## config.mk

```make
export PLATFORM = sky130hd
export DESIGN_NAME = mtf_top
export DESIGN_NICKNAME = d
export VERILOG_FILES = /design/src/verilog/mtf_top.v /design/src/verilog/mtf_pause_timer.v /design/src/verilog/mtf_backoff_lfsr.v
export VERILOG_INCLUDE_DIRS = /design/src /design/src/inc
export SDC_FILE = /design/constraint.sdc
export NUM_CORES = 1
export LEC_CHECK = 0
export BUFFER_PORTS_ARGS = -buffer_cell sky130_fd_sc_hd__buf_2
export CORE_ASPECT_RATIO = 1.5
export CORE_MARGIN = 2
export CORE_UTILIZATION = 35
export DETAILED_ROUTE_END_ITERATION = 8
export PLACE_DENSITY_LB_ADDON = 0.08
export SLEW_MARGIN = 20
export SYNTH_ARGS = -nofsm -noshare
export SYNTH_HDL_FRONTEND = slang
export SYNTH_SLANG_ARGS = --single-unit
```

## constraint.sdc

```tcl
create_clock -name CLK_I -period 4.7 [get_ports CLK_I]
set_clock_uncertainty 0.15 [all_clocks]
set_input_delay 0.705 -clock CLK_I [delete_from_list [all_inputs] [get_ports CLK_I]]
set_output_delay 0.705 -clock CLK_I [all_outputs]
set_load 0.1 [all_outputs]
```

## src/inc/mtf_consts.vh

```
// register offsets, field positions, reset values and timing counts of the transmit flow-control block
`ifndef MTF_CONSTS_VH
`define MTF_CONSTS_VH
`define MTF_OFS_TX_CTRL      12'h0108
`define MTF_OFS_FLOW         12'h010C
`define MTF_OFS_SEED         12'h0110
`define MTF_OFS_THRESH       12'h0114
`define MTF_OFS_IRQ_STATUS   12'h0118
`define MTF_OFS_IRQ_MASK     12'h011C
`define MTF_BIT_TX_ON        0
`define MTF_BIT_TX_OFF_DONE  1
`define MTF_BIT_CORRUPT      2
`define MTF_BIT_PASS_PAUSE   28
`define MTF_BIT_HONOUR       29
`define MTF_BIT_AUTO_PAUSE   30
`define MTF_BIT_MANUAL_SEND  31
`define MTF_SEED_RESET       16'h9876
`define MTF_PAUSE_RESET      16'h0000
`define MTF_SLOT_BITS        512
`define MTF_BIT_TIME_NS      8
`define MTF_CLK_NS           50
`define MTF_SLOT_CYCLES      ((`MTF_SLOT_BITS * `MTF_BIT_TIME_NS + `MTF_CLK_NS - 1) / `MTF_CLK_NS)
`define MTF_FILL_SHIFT       9
`define MTF_IRQ_TXOFF        0
`define MTF_IRQ_PAUSE_SENT   1
`define MTF_IRQ_PAUSE_RCVD   2
`endif

```

## src/verilog/mtf_top.v

```verilog
// transmit control and pause flow control of the ethernet mac, with ahb-lite register slave
`timescale 1ns/1ns
module mtf_top
(
    input  wire        CLK_I,
    input  wire        RESET_I,
    input  wire        CE_I,
    // ahb-lite slave
    input  wire        HSEL_I,
    input  wire [11:0] HADDR_I,
    input  wire [1:0]  HTRANS_I,
    input  wire        HWRITE_I,
    input  wire [2:0]  HSIZE_I,
    input  wire [31:0] HWDATA_I,
    input  wire        HREADY_I,
    output wire [31:0] HRDATA_O,
    output wire        HREADYOUT_O,
    output wire        HRESP_O,
    output wire        IRQ_O,
    // mac status
    input  wire        FULL_DUPLEX_I,
    input  wire [15:0] RX_FIFO_FILL_LEVEL_I,
    input  wire [7:0]  WATERMARK_ON_I,
    input  wire [7:0]  WATERMARK_OFF_I,
    // transmit data path
    input  wire        TX_FRAME_READY_I,
    input  wire        TX_FRAME_DONE_I,
    output wire        TX_FRAME_START_O,
    output wire        TX_CORRUPT_FCS_O,
    // pause frame generator
    output wire        PAUSE_SEND_O,
    output wire [15:0] PAUSE_SEND_TIME_O,
    input  wire        PAUSE_SENT_I,
    // receive pause decode
    input  wire        RX_PAUSE_VALID_I,
    input  wire [15:0] RX_PAUSE_QUANTA_I,
    output wire        RX_PAUSE_DECODE_EN_O,
    output wire        RX_PAUSE_FORWARD_O,
    // back-off
    input  wire        BACKOFF_STEP_I,
    output wire [15:0] BACKOFF_RANDOM_O
);
`include "mtf_consts.vh"
    localparam [1:0] ST_IDLE = 2'b00;
    localparam [1:0] ST_BUSY = 2'b01;
    localparam [1:0] ST_OFF  = 2'b10;

    reg        transmitter_on_ff;
    reg        tx_off_done_ff;
    reg        corrupt_checksum_enable_ff;
    reg        manual_pause_send_ff;
    reg        auto_pause_generation_enable_ff;
    reg        pause_honour_enable_ff;
    reg        pass_pause_frames_ff;
    reg [15:0] pause_time_value_ff;
    reg [15:0] backoff_seed_ff;
    reg [2:0]  irq_status_ff;
    reg [2:0]  irq_mask_ff;
    reg [1:0]  tx_state_ff;
    reg [1:0]  nxt_tx_state;
    reg        auto_paused_ff;
    reg        pend_on_ff;
    reg        pend_off_ff;
    reg        send_busy_ff;
    reg [15:0] send_time_ff;
    reg        send_manual_ff;
    reg        seed_load_ff;
    reg        wr_pend_ff;
    reg [11:0] wr_addr_ff;
    reg [31:0] rdata_ff;

    // bus decode: address phase sampled while hready high
    wire        take     = HSEL_I & HTRANS_I[1] & HREADY_I;
    wire        rd_take  = take & ~HWRITE_I;
    wire        wr_now   = wr_pend_ff;
    wire [11:0] rd_addr  = HADDR_I;
    wire        wr_txc   = wr_now & (wr_addr_ff == `MTF_OFS_TX_CTRL);
    wire        wr_flow  = wr_now & (wr_addr_ff == `MTF_OFS_FLOW);
    wire        wr_seed  = wr_now & (wr_addr_ff == `MTF_OFS_SEED);
    wire        wr_mask  = wr_now & (wr_addr_ff == `MTF_OFS_IRQ_MASK);
    wire        rd_stat  = rd_take & (rd_addr == `MTF_OFS_IRQ_STATUS);

    // flow control lives only in full duplex
    wire        fc_ok     = FULL_DUPLEX_I;
    wire [6:0]  fill_blks = RX_FIFO_FILL_LEVEL_I[15:`MTF_FILL_SHIFT];
    wire        over_on   = ({1'b0, fill_blks} >= WATERMARK_ON_I);
    wire        under_off = ({1'b0, fill_blks} <= WATERMARK_OFF_I);
    wire        pause_active;
    wire        rx_pause  = RX_PAUSE_VALID_I & pause_honour_enable_ff & fc_ok;
    wire        txoff_evt = (tx_state_ff != ST_OFF) & (nxt_tx_state == ST_OFF);
    wire        sent_evt  = send_busy_ff & PAUSE_SENT_I;
    // a due pause frame beats a waiting data frame, so the two never start together
    wire        pause_due = ~send_busy_ff & fc_ok & transmitter_on_ff & (manual_pause_send_ff |
                            (auto_pause_generation_enable_ff & (pend_on_ff | pend_off_ff)));

    // transmit state: a started frame always runs to its end
    always @*
    begin
        case (tx_state_ff)
            ST_IDLE:
                if (!transmitter_on_ff)
                    nxt_tx_state = ST_OFF;
                else if (TX_FRAME_READY_I && !pause_active && !send_busy_ff && !pause_due)
                    nxt_tx_state = ST_BUSY;
                else
                    nxt_tx_state = ST_IDLE;
            ST_BUSY:
                if (TX_FRAME_DONE_I)
                    nxt_tx_state = transmitter_on_ff ? ST_IDLE : ST_OFF;
                else
                    nxt_tx_state = ST_BUSY;
            ST_OFF:
                nxt_tx_state = transmitter_on_ff ? ST_IDLE : ST_OFF;
            default:
                nxt_tx_state = ST_OFF;
        endcase
    end

    always @(posedge CLK_I or posedge RESET_I)
    begin
        if (RESET_I)
            tx_state_ff <= ST_OFF;
        else if (CE_I)
            tx_state_ff <= nxt_tx_state;
    end

    // software registers; hardware set of the disabled flag wins over a clear
    always @(posedge CLK_I or posedge RESET_I)
    begin
        if (RESET_I)
        begin
            transmitter_on_ff               <= 1'b0;
            tx_off_done_ff                  <= 1'b0;
            corrupt_checksum_enable_ff      <= 1'b0;
            manual_pause_send_ff            <= 1'b0;
            auto_pause_generation_enable_ff <= 1'b0;
            pause_honour_enable_ff          <= 1'b0;
            pass_pause_frames_ff            <= 1'b0;
            pause_time_value_ff             <= `MTF_PAUSE_RESET;
            backoff_seed_ff                 <= `MTF_SEED_RESET;
            irq_mask_ff                     <= 3'h0;
            seed_load_ff                    <= 1'b1;
        end
        else if (CE_I)
        begin
            seed_load_ff <= wr_seed;
            if (wr_txc)
            begin
                transmitter_on_ff          <= HWDATA_I[`MTF_BIT_TX_ON];
                corrupt_checksum_enable_ff <= HWDATA_I[`MTF_BIT_CORRUPT];
            end
            // set only by a completed shutdown; a write of one clears unless a shutdown completes in the same cycle
            if (txoff_evt)
                tx_off_done_ff <= 1'b1;
            else if (wr_txc && HWDATA_I[`MTF_BIT_TX_OFF_DONE])
                tx_off_done_ff <= 1'b0;
            if (wr_flow)
            begin
                auto_pause_generation_enable_ff <= HWDATA_I[`MTF_BIT_AUTO_PAUSE];
                pause_honour_enable_ff          <= HWDATA_I[`MTF_BIT_HONOUR];
                pass_pause_frames_ff            <= HWDATA_I[`MTF_BIT_PASS_PAUSE];
                pause_time_value_ff             <= HWDATA_I[15:0];
            end
            // manual send bit self-clears once its frame went out
            if (wr_flow && HWDATA_I[`MTF_BIT_MANUAL_SEND])
                manual_pause_send_ff <= 1'b1;
            else if (sent_evt && send_manual_ff)
                manual_pause_send_ff <= 1'b0;
            if (wr_seed)
                backoff_seed_ff <= HWDATA_I[15:0];
            if (wr_mask)
                irq_mask_ff <= HWDATA_I[2:0];
        end
    end

    // pause frame scheduler: manual first, then watermark on, then off
    always @(posedge CLK_I or posedge RESET_I)
    begin
        if (RESET_I)
        begin
            auto_paused_ff <= 1'b0;
            pend_on_ff     <= 1'b0;
            pend_off_ff    <= 1'b0;
            send_busy_ff   <= 1'b0;
            send_time_ff   <= 16'h0000;
            send_manual_ff <= 1'b0;
        end
        else if (CE_I)
        begin
            if (!auto_pause_generation_enable_ff || !fc_ok)
            begin
                auto_paused_ff <= 1'b0;
                pend_on_ff     <= 1'b0;
                pend_off_ff    <= 1'b0;
            end
            else if (!auto_paused_ff && over_on)
            begin
                auto_paused_ff <= 1'b1;
                pend_on_ff     <= 1'b1;
                pend_off_ff    <= 1'b0;
            end
            else if (auto_paused_ff && under_off)
            begin
                auto_paused_ff <= 1'b0;
                pend_off_ff    <= 1'b1;
                pend_on_ff     <= 1'b0;
            end
            if (send_busy_ff)
            begin
                if (PAUSE_SENT_I)
                    send_busy_ff <= 1'b0;
            end
            else if (fc_ok && tx_state_ff == ST_IDLE && transmitter_on_ff)
            begin
                // a data frame in flight is never cut; the scheduler waits for idle
                if (manual_pause_send_ff)
                begin
                    send_busy_ff   <= 1'b1;
                    send_manual_ff <= 1'b1;
                    send_time_ff   <= pause_time_value_ff;
                end
                else if (pend_on_ff && auto_pause_generation_enable_ff)
                begin
                    send_busy_ff   <= 1'b1;
                    send_manual_ff <= 1'b0;
                    send_time_ff   <= pause_time_value_ff;
                    pend_on_ff     <= 1'b0;
                end
                else if (pend_off_ff && auto_pause_generation_enable_ff)
                begin
                    send_busy_ff   <= 1'b1;
                    send_manual_ff <= 1'b0;
                    send_time_ff   <= 16'h0000;
                    pend_off_ff    <= 1'b0;
                end
            end
        end
    end

    // interrupt status: events set, a read clears, a set in the same cycle wins
    wire [2:0] irq_set = {rx_pause, sent_evt, txoff_evt};
    always @(posedge CLK_I or posedge RESET_I)
    begin
        if (RESET_I)
            irq_status_ff <= 3'h0;
        else if (CE_I)
            irq_status_ff <= (rd_stat ? 3'h0 : irq_status_ff) | irq_set;
    end

    // write data arrives a cycle after its address phase
    always @(posedge CLK_I or posedge RESET_I)
    begin
        if (RESET_I)
        begin
            wr_pend_ff <= 1'b0;
            wr_addr_ff <= 12'h000;
        end
        else if (CE_I)
        begin
            wr_pend_ff <= take & HWRITE_I & (HSIZE_I == 3'b010);
            wr_addr_ff <= HADDR_I;
        end
    end

    // read mux; unmapped reads return zero, response stays okay
    always @(posedge CLK_I or posedge RESET_I)
    begin
        if (RESET_I)
            rdata_ff <= 32'h0000_0000;
        else if (CE_I && rd_take)
        begin
            case (rd_addr)
                `MTF_OFS_TX_CTRL:
                    rdata_ff <= {29'h0000_0000, corrupt_checksum_enable_ff, tx_off_done_ff, transmitter_on_ff};
                `MTF_OFS_FLOW:
                    rdata_ff <= {manual_pause_send_ff, auto_pause_generation_enable_ff, pause_honour_enable_ff,
                                 pass_pause_frames_ff, 12'h000, pause_time_value_ff};
                `MTF_OFS_SEED:
                    rdata_ff <= {16'h0000, backoff_seed_ff};
                `MTF_OFS_THRESH:
                    rdata_ff <= {16'h0000, WATERMARK_ON_I, WATERMARK_OFF_I};
                `MTF_OFS_IRQ_STATUS:
                    rdata_ff <= {29'h0000_0000, irq_status_ff};
                `MTF_OFS_IRQ_MASK:
                    rdata_ff <= {29'h0000_0000, irq_mask_ff};
                default:
                    rdata_ff <= 32'h0000_0000;
            endcase
        end
    end

    mtf_pause_timer u_timer
    (
        .CLK_I    (CLK_I),
        .RESET_I  (RESET_I),
        .ce_i     (CE_I),
        .load_i   (rx_pause),
        .quanta_i (RX_PAUSE_QUANTA_I),
        .clear_i  (~pause_honour_enable_ff | ~fc_ok),
        .active_o (pause_active)
    );

    mtf_backoff_lfsr u_lfsr
    (
        .CLK_I    (CLK_I),
        .RESET_I  (RESET_I),
        .ce_i     (CE_I),
        .load_i   (seed_load_ff),
        .seed_i   (backoff_seed_ff),
        .step_i   (BACKOFF_STEP_I),
        .value_o  (BACKOFF_RANDOM_O)
    );

    assign HRDATA_O             = rdata_ff;
    assign HREADYOUT_O          = 1'b1;
    assign HRESP_O              = 1'b0;
    assign IRQ_O                = |(irq_status_ff & irq_mask_ff);
    assign TX_FRAME_START_O     = (tx_state_ff == ST_IDLE) & (nxt_tx_state == ST_BUSY) & CE_I;
    assign TX_CORRUPT_FCS_O     = corrupt_checksum_enable_ff;
    assign PAUSE_SEND_O         = send_busy_ff;
    assign PAUSE_SEND_TIME_O    = send_time_ff;
    assign RX_PAUSE_DECODE_EN_O = pause_honour_enable_ff & fc_ok;
    assign RX_PAUSE_FORWARD_O   = pass_pause_frames_ff;
endmodule

```

## src/verilog/mtf_pause_timer.v

```verilog
// hold-off timer counting pause quanta times slot time
`timescale 1ns/1ns
module mtf_pause_timer
(
    input  wire        CLK_I,
    input  wire        RESET_I,
    input  wire        ce_i,
    input  wire        load_i,
    input  wire [15:0] quanta_i,
    input  wire        clear_i,
    output wire        active_o
);
`include "mtf_consts.vh"
    localparam integer SLOT_INT = `MTF_SLOT_CYCLES;
    localparam [15:0]  SLOT_CYC = SLOT_INT[15:0];
    reg [15:0] quanta_ff;
    reg [15:0] slot_ff;
    reg [15:0] nxt_quanta;
    reg [15:0] nxt_slot;

    // a new frame reloads, zero ends the hold-off at once
    always @*
    begin
        nxt_quanta = quanta_ff;
        nxt_slot   = slot_ff;
        if (clear_i)
        begin
            nxt_quanta = 16'h0000;
            nxt_slot   = 16'h0000;
        end
        else if (load_i)
        begin
            nxt_quanta = quanta_i;
            nxt_slot   = SLOT_CYC - 16'h0001;
        end
        else if (quanta_ff != 16'h0000)
        begin
            if (slot_ff == 16'h0000)
            begin
                nxt_quanta = quanta_ff - 16'h0001;
                nxt_slot   = SLOT_CYC - 16'h0001;
            end
            else
                nxt_slot = slot_ff - 16'h0001;
        end
    end

    always @(posedge CLK_I or posedge RESET_I)
    begin
        if (RESET_I)
        begin
            quanta_ff <= 16'h0000;
            slot_ff   <= 16'h0000;
        end
        else if (ce_i)
        begin
            quanta_ff <= nxt_quanta;
            slot_ff   <= nxt_slot;
        end
    end

    assign active_o = (quanta_ff != 16'h0000);
endmodule

```

## src/verilog/mtf_backoff_lfsr.v

```verilog
// 16-bit lfsr for collision back-off random values
`timescale 1ns/1ns
module mtf_backoff_lfsr
(
    input  wire        CLK_I,
    input  wire        RESET_I,
    input  wire        ce_i,
    input  wire        load_i,
    input  wire [15:0] seed_i,
    input  wire        step_i,
    output wire [15:0] value_o
);
`include "mtf_consts.vh"
    reg [15:0] lfsr_ff;
    // taps 16,14,13,11 give a maximal sequence
    wire fb = lfsr_ff[15] ^ lfsr_ff[13] ^ lfsr_ff[12] ^ lfsr_ff[10];

    always @(posedge CLK_I or posedge RESET_I)
    begin
        if (RESET_I)
            lfsr_ff <= `MTF_SEED_RESET;
        else if (ce_i)
        begin
            if (load_i)
                lfsr_ff <= (seed_i == 16'h0000) ? `MTF_SEED_RESET : seed_i; // all-zero would lock up
            else if (step_i)
                lfsr_ff <= {lfsr_ff[14:0], fb};
        end
    end

    assign value_o = lfsr_ff;
endmodule

```

==> flow_summary_export.csv <==
group,metric,value,unit
status,outcome,"finished clean",
worst_setup_path,cp_launch_point,"u_timer.quanta_ff[10]",
power,pwr-share-comb,18.1,%
timing,totalNegativeSetupSlack,0,ns
cts,cts_hold_buffers,0,
worst_setup_path,critPathRequiredTime,3.85,ns
power,sequentialPowerShare,39.8,%
timing,final.min_clock_period,3.448,ns
grt,grt_max_degree,84,
grt,global_route_wire_length_before_repair,35.43,mm
power,vdd_drop_max,237.6,uV
drt,totalWireLength,22.79,mm
drt,route.met3.wl,958,um
worst_setup_path,start_kind,"register",
layout,syn_to_final_growth,20.61,%
power,powerDensity,385.9,nW/um2
job,number_of_max_cap_violations,0,
cts,cts_setup_buffers,0,
power,power_report.internal_total,0.002485,W
floorplan,dieArea,23170,um2
synth,synth.yosys.seq_area_share,49.16,%
drt,wl_per_cell,19.54,um
synth,prevailing_post_synth_register_cell,"sky130_fd_sc_hd__dfrtp_1",
synth,ys_types,67,
synth,syn-mean-instance-area,10.30,um2
timing,timing.max_slew.rel_slack,32.34,%
drt,drt_iter0_drc,301,
timing,grt_setup_unrepaired,"no",
drt,detail_route.first_pass.iterations,7,
grt,grt_remaining_overflow,0,
drt,vias_per_cell,5.453,
floorplan,die_h,185.4,um
layout,nFillCells,2136,
layout,post_layout_nonfiller_instances,1166,
cts,clkLatencyLatePin,0.43,ns
drt,met1_length,8.729,mm
worst_setup_path,timing.rr.start,"u_timer.slot_ff[4]",
cts,clk_transition_reported_paths,0.06,ns
grt,total_routing_usage_gr,19.80,%
placement,post-place-cells,1134,
power,p_switching,0.001090,W
placement,dpl.hpwl,16.72,mm
timing,worst_pin_slew,1.015,ns
power,total_leakage_power,4.507,nW
worst_setup_path,cp.arrival,2.59,ns
worst_setup_path,crit_type,"register to output pin",
synth,yosys_warnings,0,
placement,placement.io_buffers,144,
drt,vias,6358,
cts,cts_sinks,150,
drt,drc_errors,0,
placement,placement.setup.worst_slack,1.440,ns
timing,report.final.slew_viol_count,0,
timing,timing_hold_violations_final,0,
floorplan,placement_rows,66,
cts,cts-buffers-inserted,17,
grt,first_global_vias,6469,
cts,tritoncts,"yes",
layout,fraction_of_the_core_area_covered_by_cells_at_the_end_of_the_flow,42.82,%
layout,num-nets-final,1008,
worst_setup_path,end_kind,"output pin",
worst_setup_path,worstPathMaxFanout,7,
drt,number_of_nets_with_antenna_violations_after_routing,0,
timing,period_share,73.36,%
cts,clock_path_buffers,2,
synth,synth-async-reset-ratio,100.0,%
floorplan,floorplan.core_area,21640,um2
timing,timing.final.setup_violations,0,
layout,ratio_of_cells_with_drive_above_1_in_the_final_layout,29.98,%
cts,clockRootBuffer,"sky130_fd_sc_hd__clkbuf_16",
grt,antenna_found_initial,0,
layout,diodes,0,
power,switching_share,30.48,%
timing,timing.fmax,0.2900,GHz
synth,synth-seq-cells,150,
timing,timing.final.ws_setup,1.252,ns
min_path,holdCritPathClass,"primary input to async pin",
floorplan,initial_core_util,35.50,%
drt,routed.top_layer,"met4",
cts,cts_resized,0,
floorplan,design.portCount,181,
placement,gp_congestion,0.8231,
floorplan,floorplan.die.width,125.0,um
cts,htreeDepth,4,
power,design_power_total,0.003575,W
synth,post_synth_edffs,0,
synth,synthesis.area,7681,um2
drt,detail_route_met2_wl,12.33,mm
synth,synthesis.instances,746,
power,power_frac_clock,42.1,%
[sequential cells by signal, indices dropped and copies added (netlist names), 2 cells and up]
| signal | flops |
|---|---|
| wr_addr_ff | 12 |
| pause_time_value_ff | 16 |
| u_timer.quanta_ff | 16 |
| u_lfsr.value_o | 16 |
| irq_status_ff | 3 |
| irq_mask_ff | 3 |
| u_timer.slot_ff | 16 |
| backoff_seed_ff | 16 |
| PAUSE_SEND_TIME_O | 16 |
| tx_state_ff | 2 |
| HRDATA_O | 20 |
[cells in the final DEF (no fill, tap or decap), drive strengths merged, types with 4 or more instances in the layout]
cell type / synthesis / routed
mux2: 56 / 56
conb: 2 / 14
dfrtp: 132 / 132
mux2i: 16 / 16
nor4: 14 / 14
clkinv: 1 / 4
nand2: 77 / 77
a31oi: 8 / 8
nor2: 30 / 30
o31ai: 10 / 10
inv: 29 / 28
clkbuf: 30 / 23
or3: 6 / 6
a22oi: 23 / 23
bufinv: 0 / 5
a21oi: 23 / 23
ha: 18 / 18
dfstp: 18 / 18
nand4: 9 / 9
a22o: 15 / 15
buf: 21 / 155
o22ai: 11 / 11
o21ai: 87 / 87
a211oi: 5 / 5
or4: 4 / 4
nand3: 19 / 19
nor3: 16 / 16
a21o: 5 / 5
o2bb2ai: 6 / 6
nor2b: 4 / 4
[final cells by class]
class                           count  area [um2]  area share [%]
Tap cell                          272       340.3           3.674
Inverter                           30       116.4           1.256
Multi-Input combinational cell    527        3575           38.59
Clock inverter                      9       172.7           1.864
Timing Repair Buffer              155       815.8           8.806
Sequential cell                   150        3776           40.76
Clock buffer                       23       467.9           5.051
[metal layers]
layer  track usage (%)  vias to the layer above
li1                  -                     3003
met1             22.04                     3112
met2             36.42                      195
met3             3.697                       48
met4             9.378                        0
met5                 0                        -
[worst paths after layout]
path | endpoint | slack [ns] | depth (start not counted)
worst max-delay path | TX_FRAME_START_O | 1.25 | 5
worst max register to register | u_timer.quanta_ff[4] | 1.50 | 5
min in group CLK_I | PAUSE_SEND_TIME_O[13] | 0.32 | 2
worst min-delay path | PAUSE_SEND_TIME_O[9] | 0.20 | 2
worst min register to register | PAUSE_SEND_TIME_O[13] | 0.32 | 2
max in group asynchronous | wr_addr_ff[11] | 3.23 | 3
[per-stage QoR]
| step | cell area (um2) | hold slack (ns) |
|---|---|---|
| floorplan | 7730 | 0.2924 |
| global placement | 8623 | 0.3065 |
| detailed placement | 8623 | 0.3151 |
| CTS | 9264 | 0.1966 |
| global route | 9264 | 0.2267 |
| finish | 9264 | 0.1960 |
[cells in the mapped netlist, drive strengths merged (4+ instances only)]
master / number / area (um2)
a211oi: 5 / 37.54
a21o: 5 / 37.54
a21oi: 23 / 115.1
a22o: 15 / 131.4
a22oi: 23 / 172.7
a31oi: 8 / 50.05
buf: 21 / 158.9
clkbuf: 30 / 113.9
dfrtp: 132 / 3303
dfstp: 18 / 473.0
ha: 18 / 225.2
inv: 29 / 108.9
mux2: 56 / 664.4
mux2i: 16 / 160.2
nand2: 77 / 289.0
nand3: 19 / 95.09
nand4: 9 / 56.30
nor2: 30 / 112.6
nor2b: 4 / 25.02
nor3: 16 / 80.08
nor4: 14 / 93.84
o21ai: 87 / 435.4
o22ai: 11 / 68.82
o2bb2ai: 6 / 52.55
o31ai: 10 / 80.07
or3: 6 / 37.54
or4: 4 / 33.78
[power groups by stage]
stage / Sequential (W) / Clock [W] / Combinational (W)
CTS: 0.00142 / 0.00154 / 0.000652
finish: 0.00142 / 0.00150 / 0.000648
global placement: 0.00144 / 0 / 0.000644
global route: 0.00143 / 0.00160 / 0.000692
floorplan: 0.00171 / 0 / 0.000244
detailed placement: 0.00145 / 0 / 0.000651
[critical path, cell delays in order, from the launching register on]
cell	delay [ns]
sky130_fd_sc_hd__dfrtp_1	0.45
sky130_fd_sc_hd__or4_4	0.59
sky130_fd_sc_hd__or2_2	0.33
sky130_fd_sc_hd__nor2_1	0.10
sky130_fd_sc_hd__and4b_1	0.25
sky130_fd_sc_hd__buf_2	0.44
[cell families after synthesis]
family | count (synthesis) | synth area share, %
buf+inv | 81 | 5.017
simple gates | 204 | 13.36
other cells | 2 | 0.09777
flops | 150 | 49.16
mux | 74 | 11.32
xor+xnor | 3 | 0.3421
compound gates | 214 | 17.77
fa+ha+maj | 18 | 2.932
Note: power is estimated with default switching activity, not from simulation.
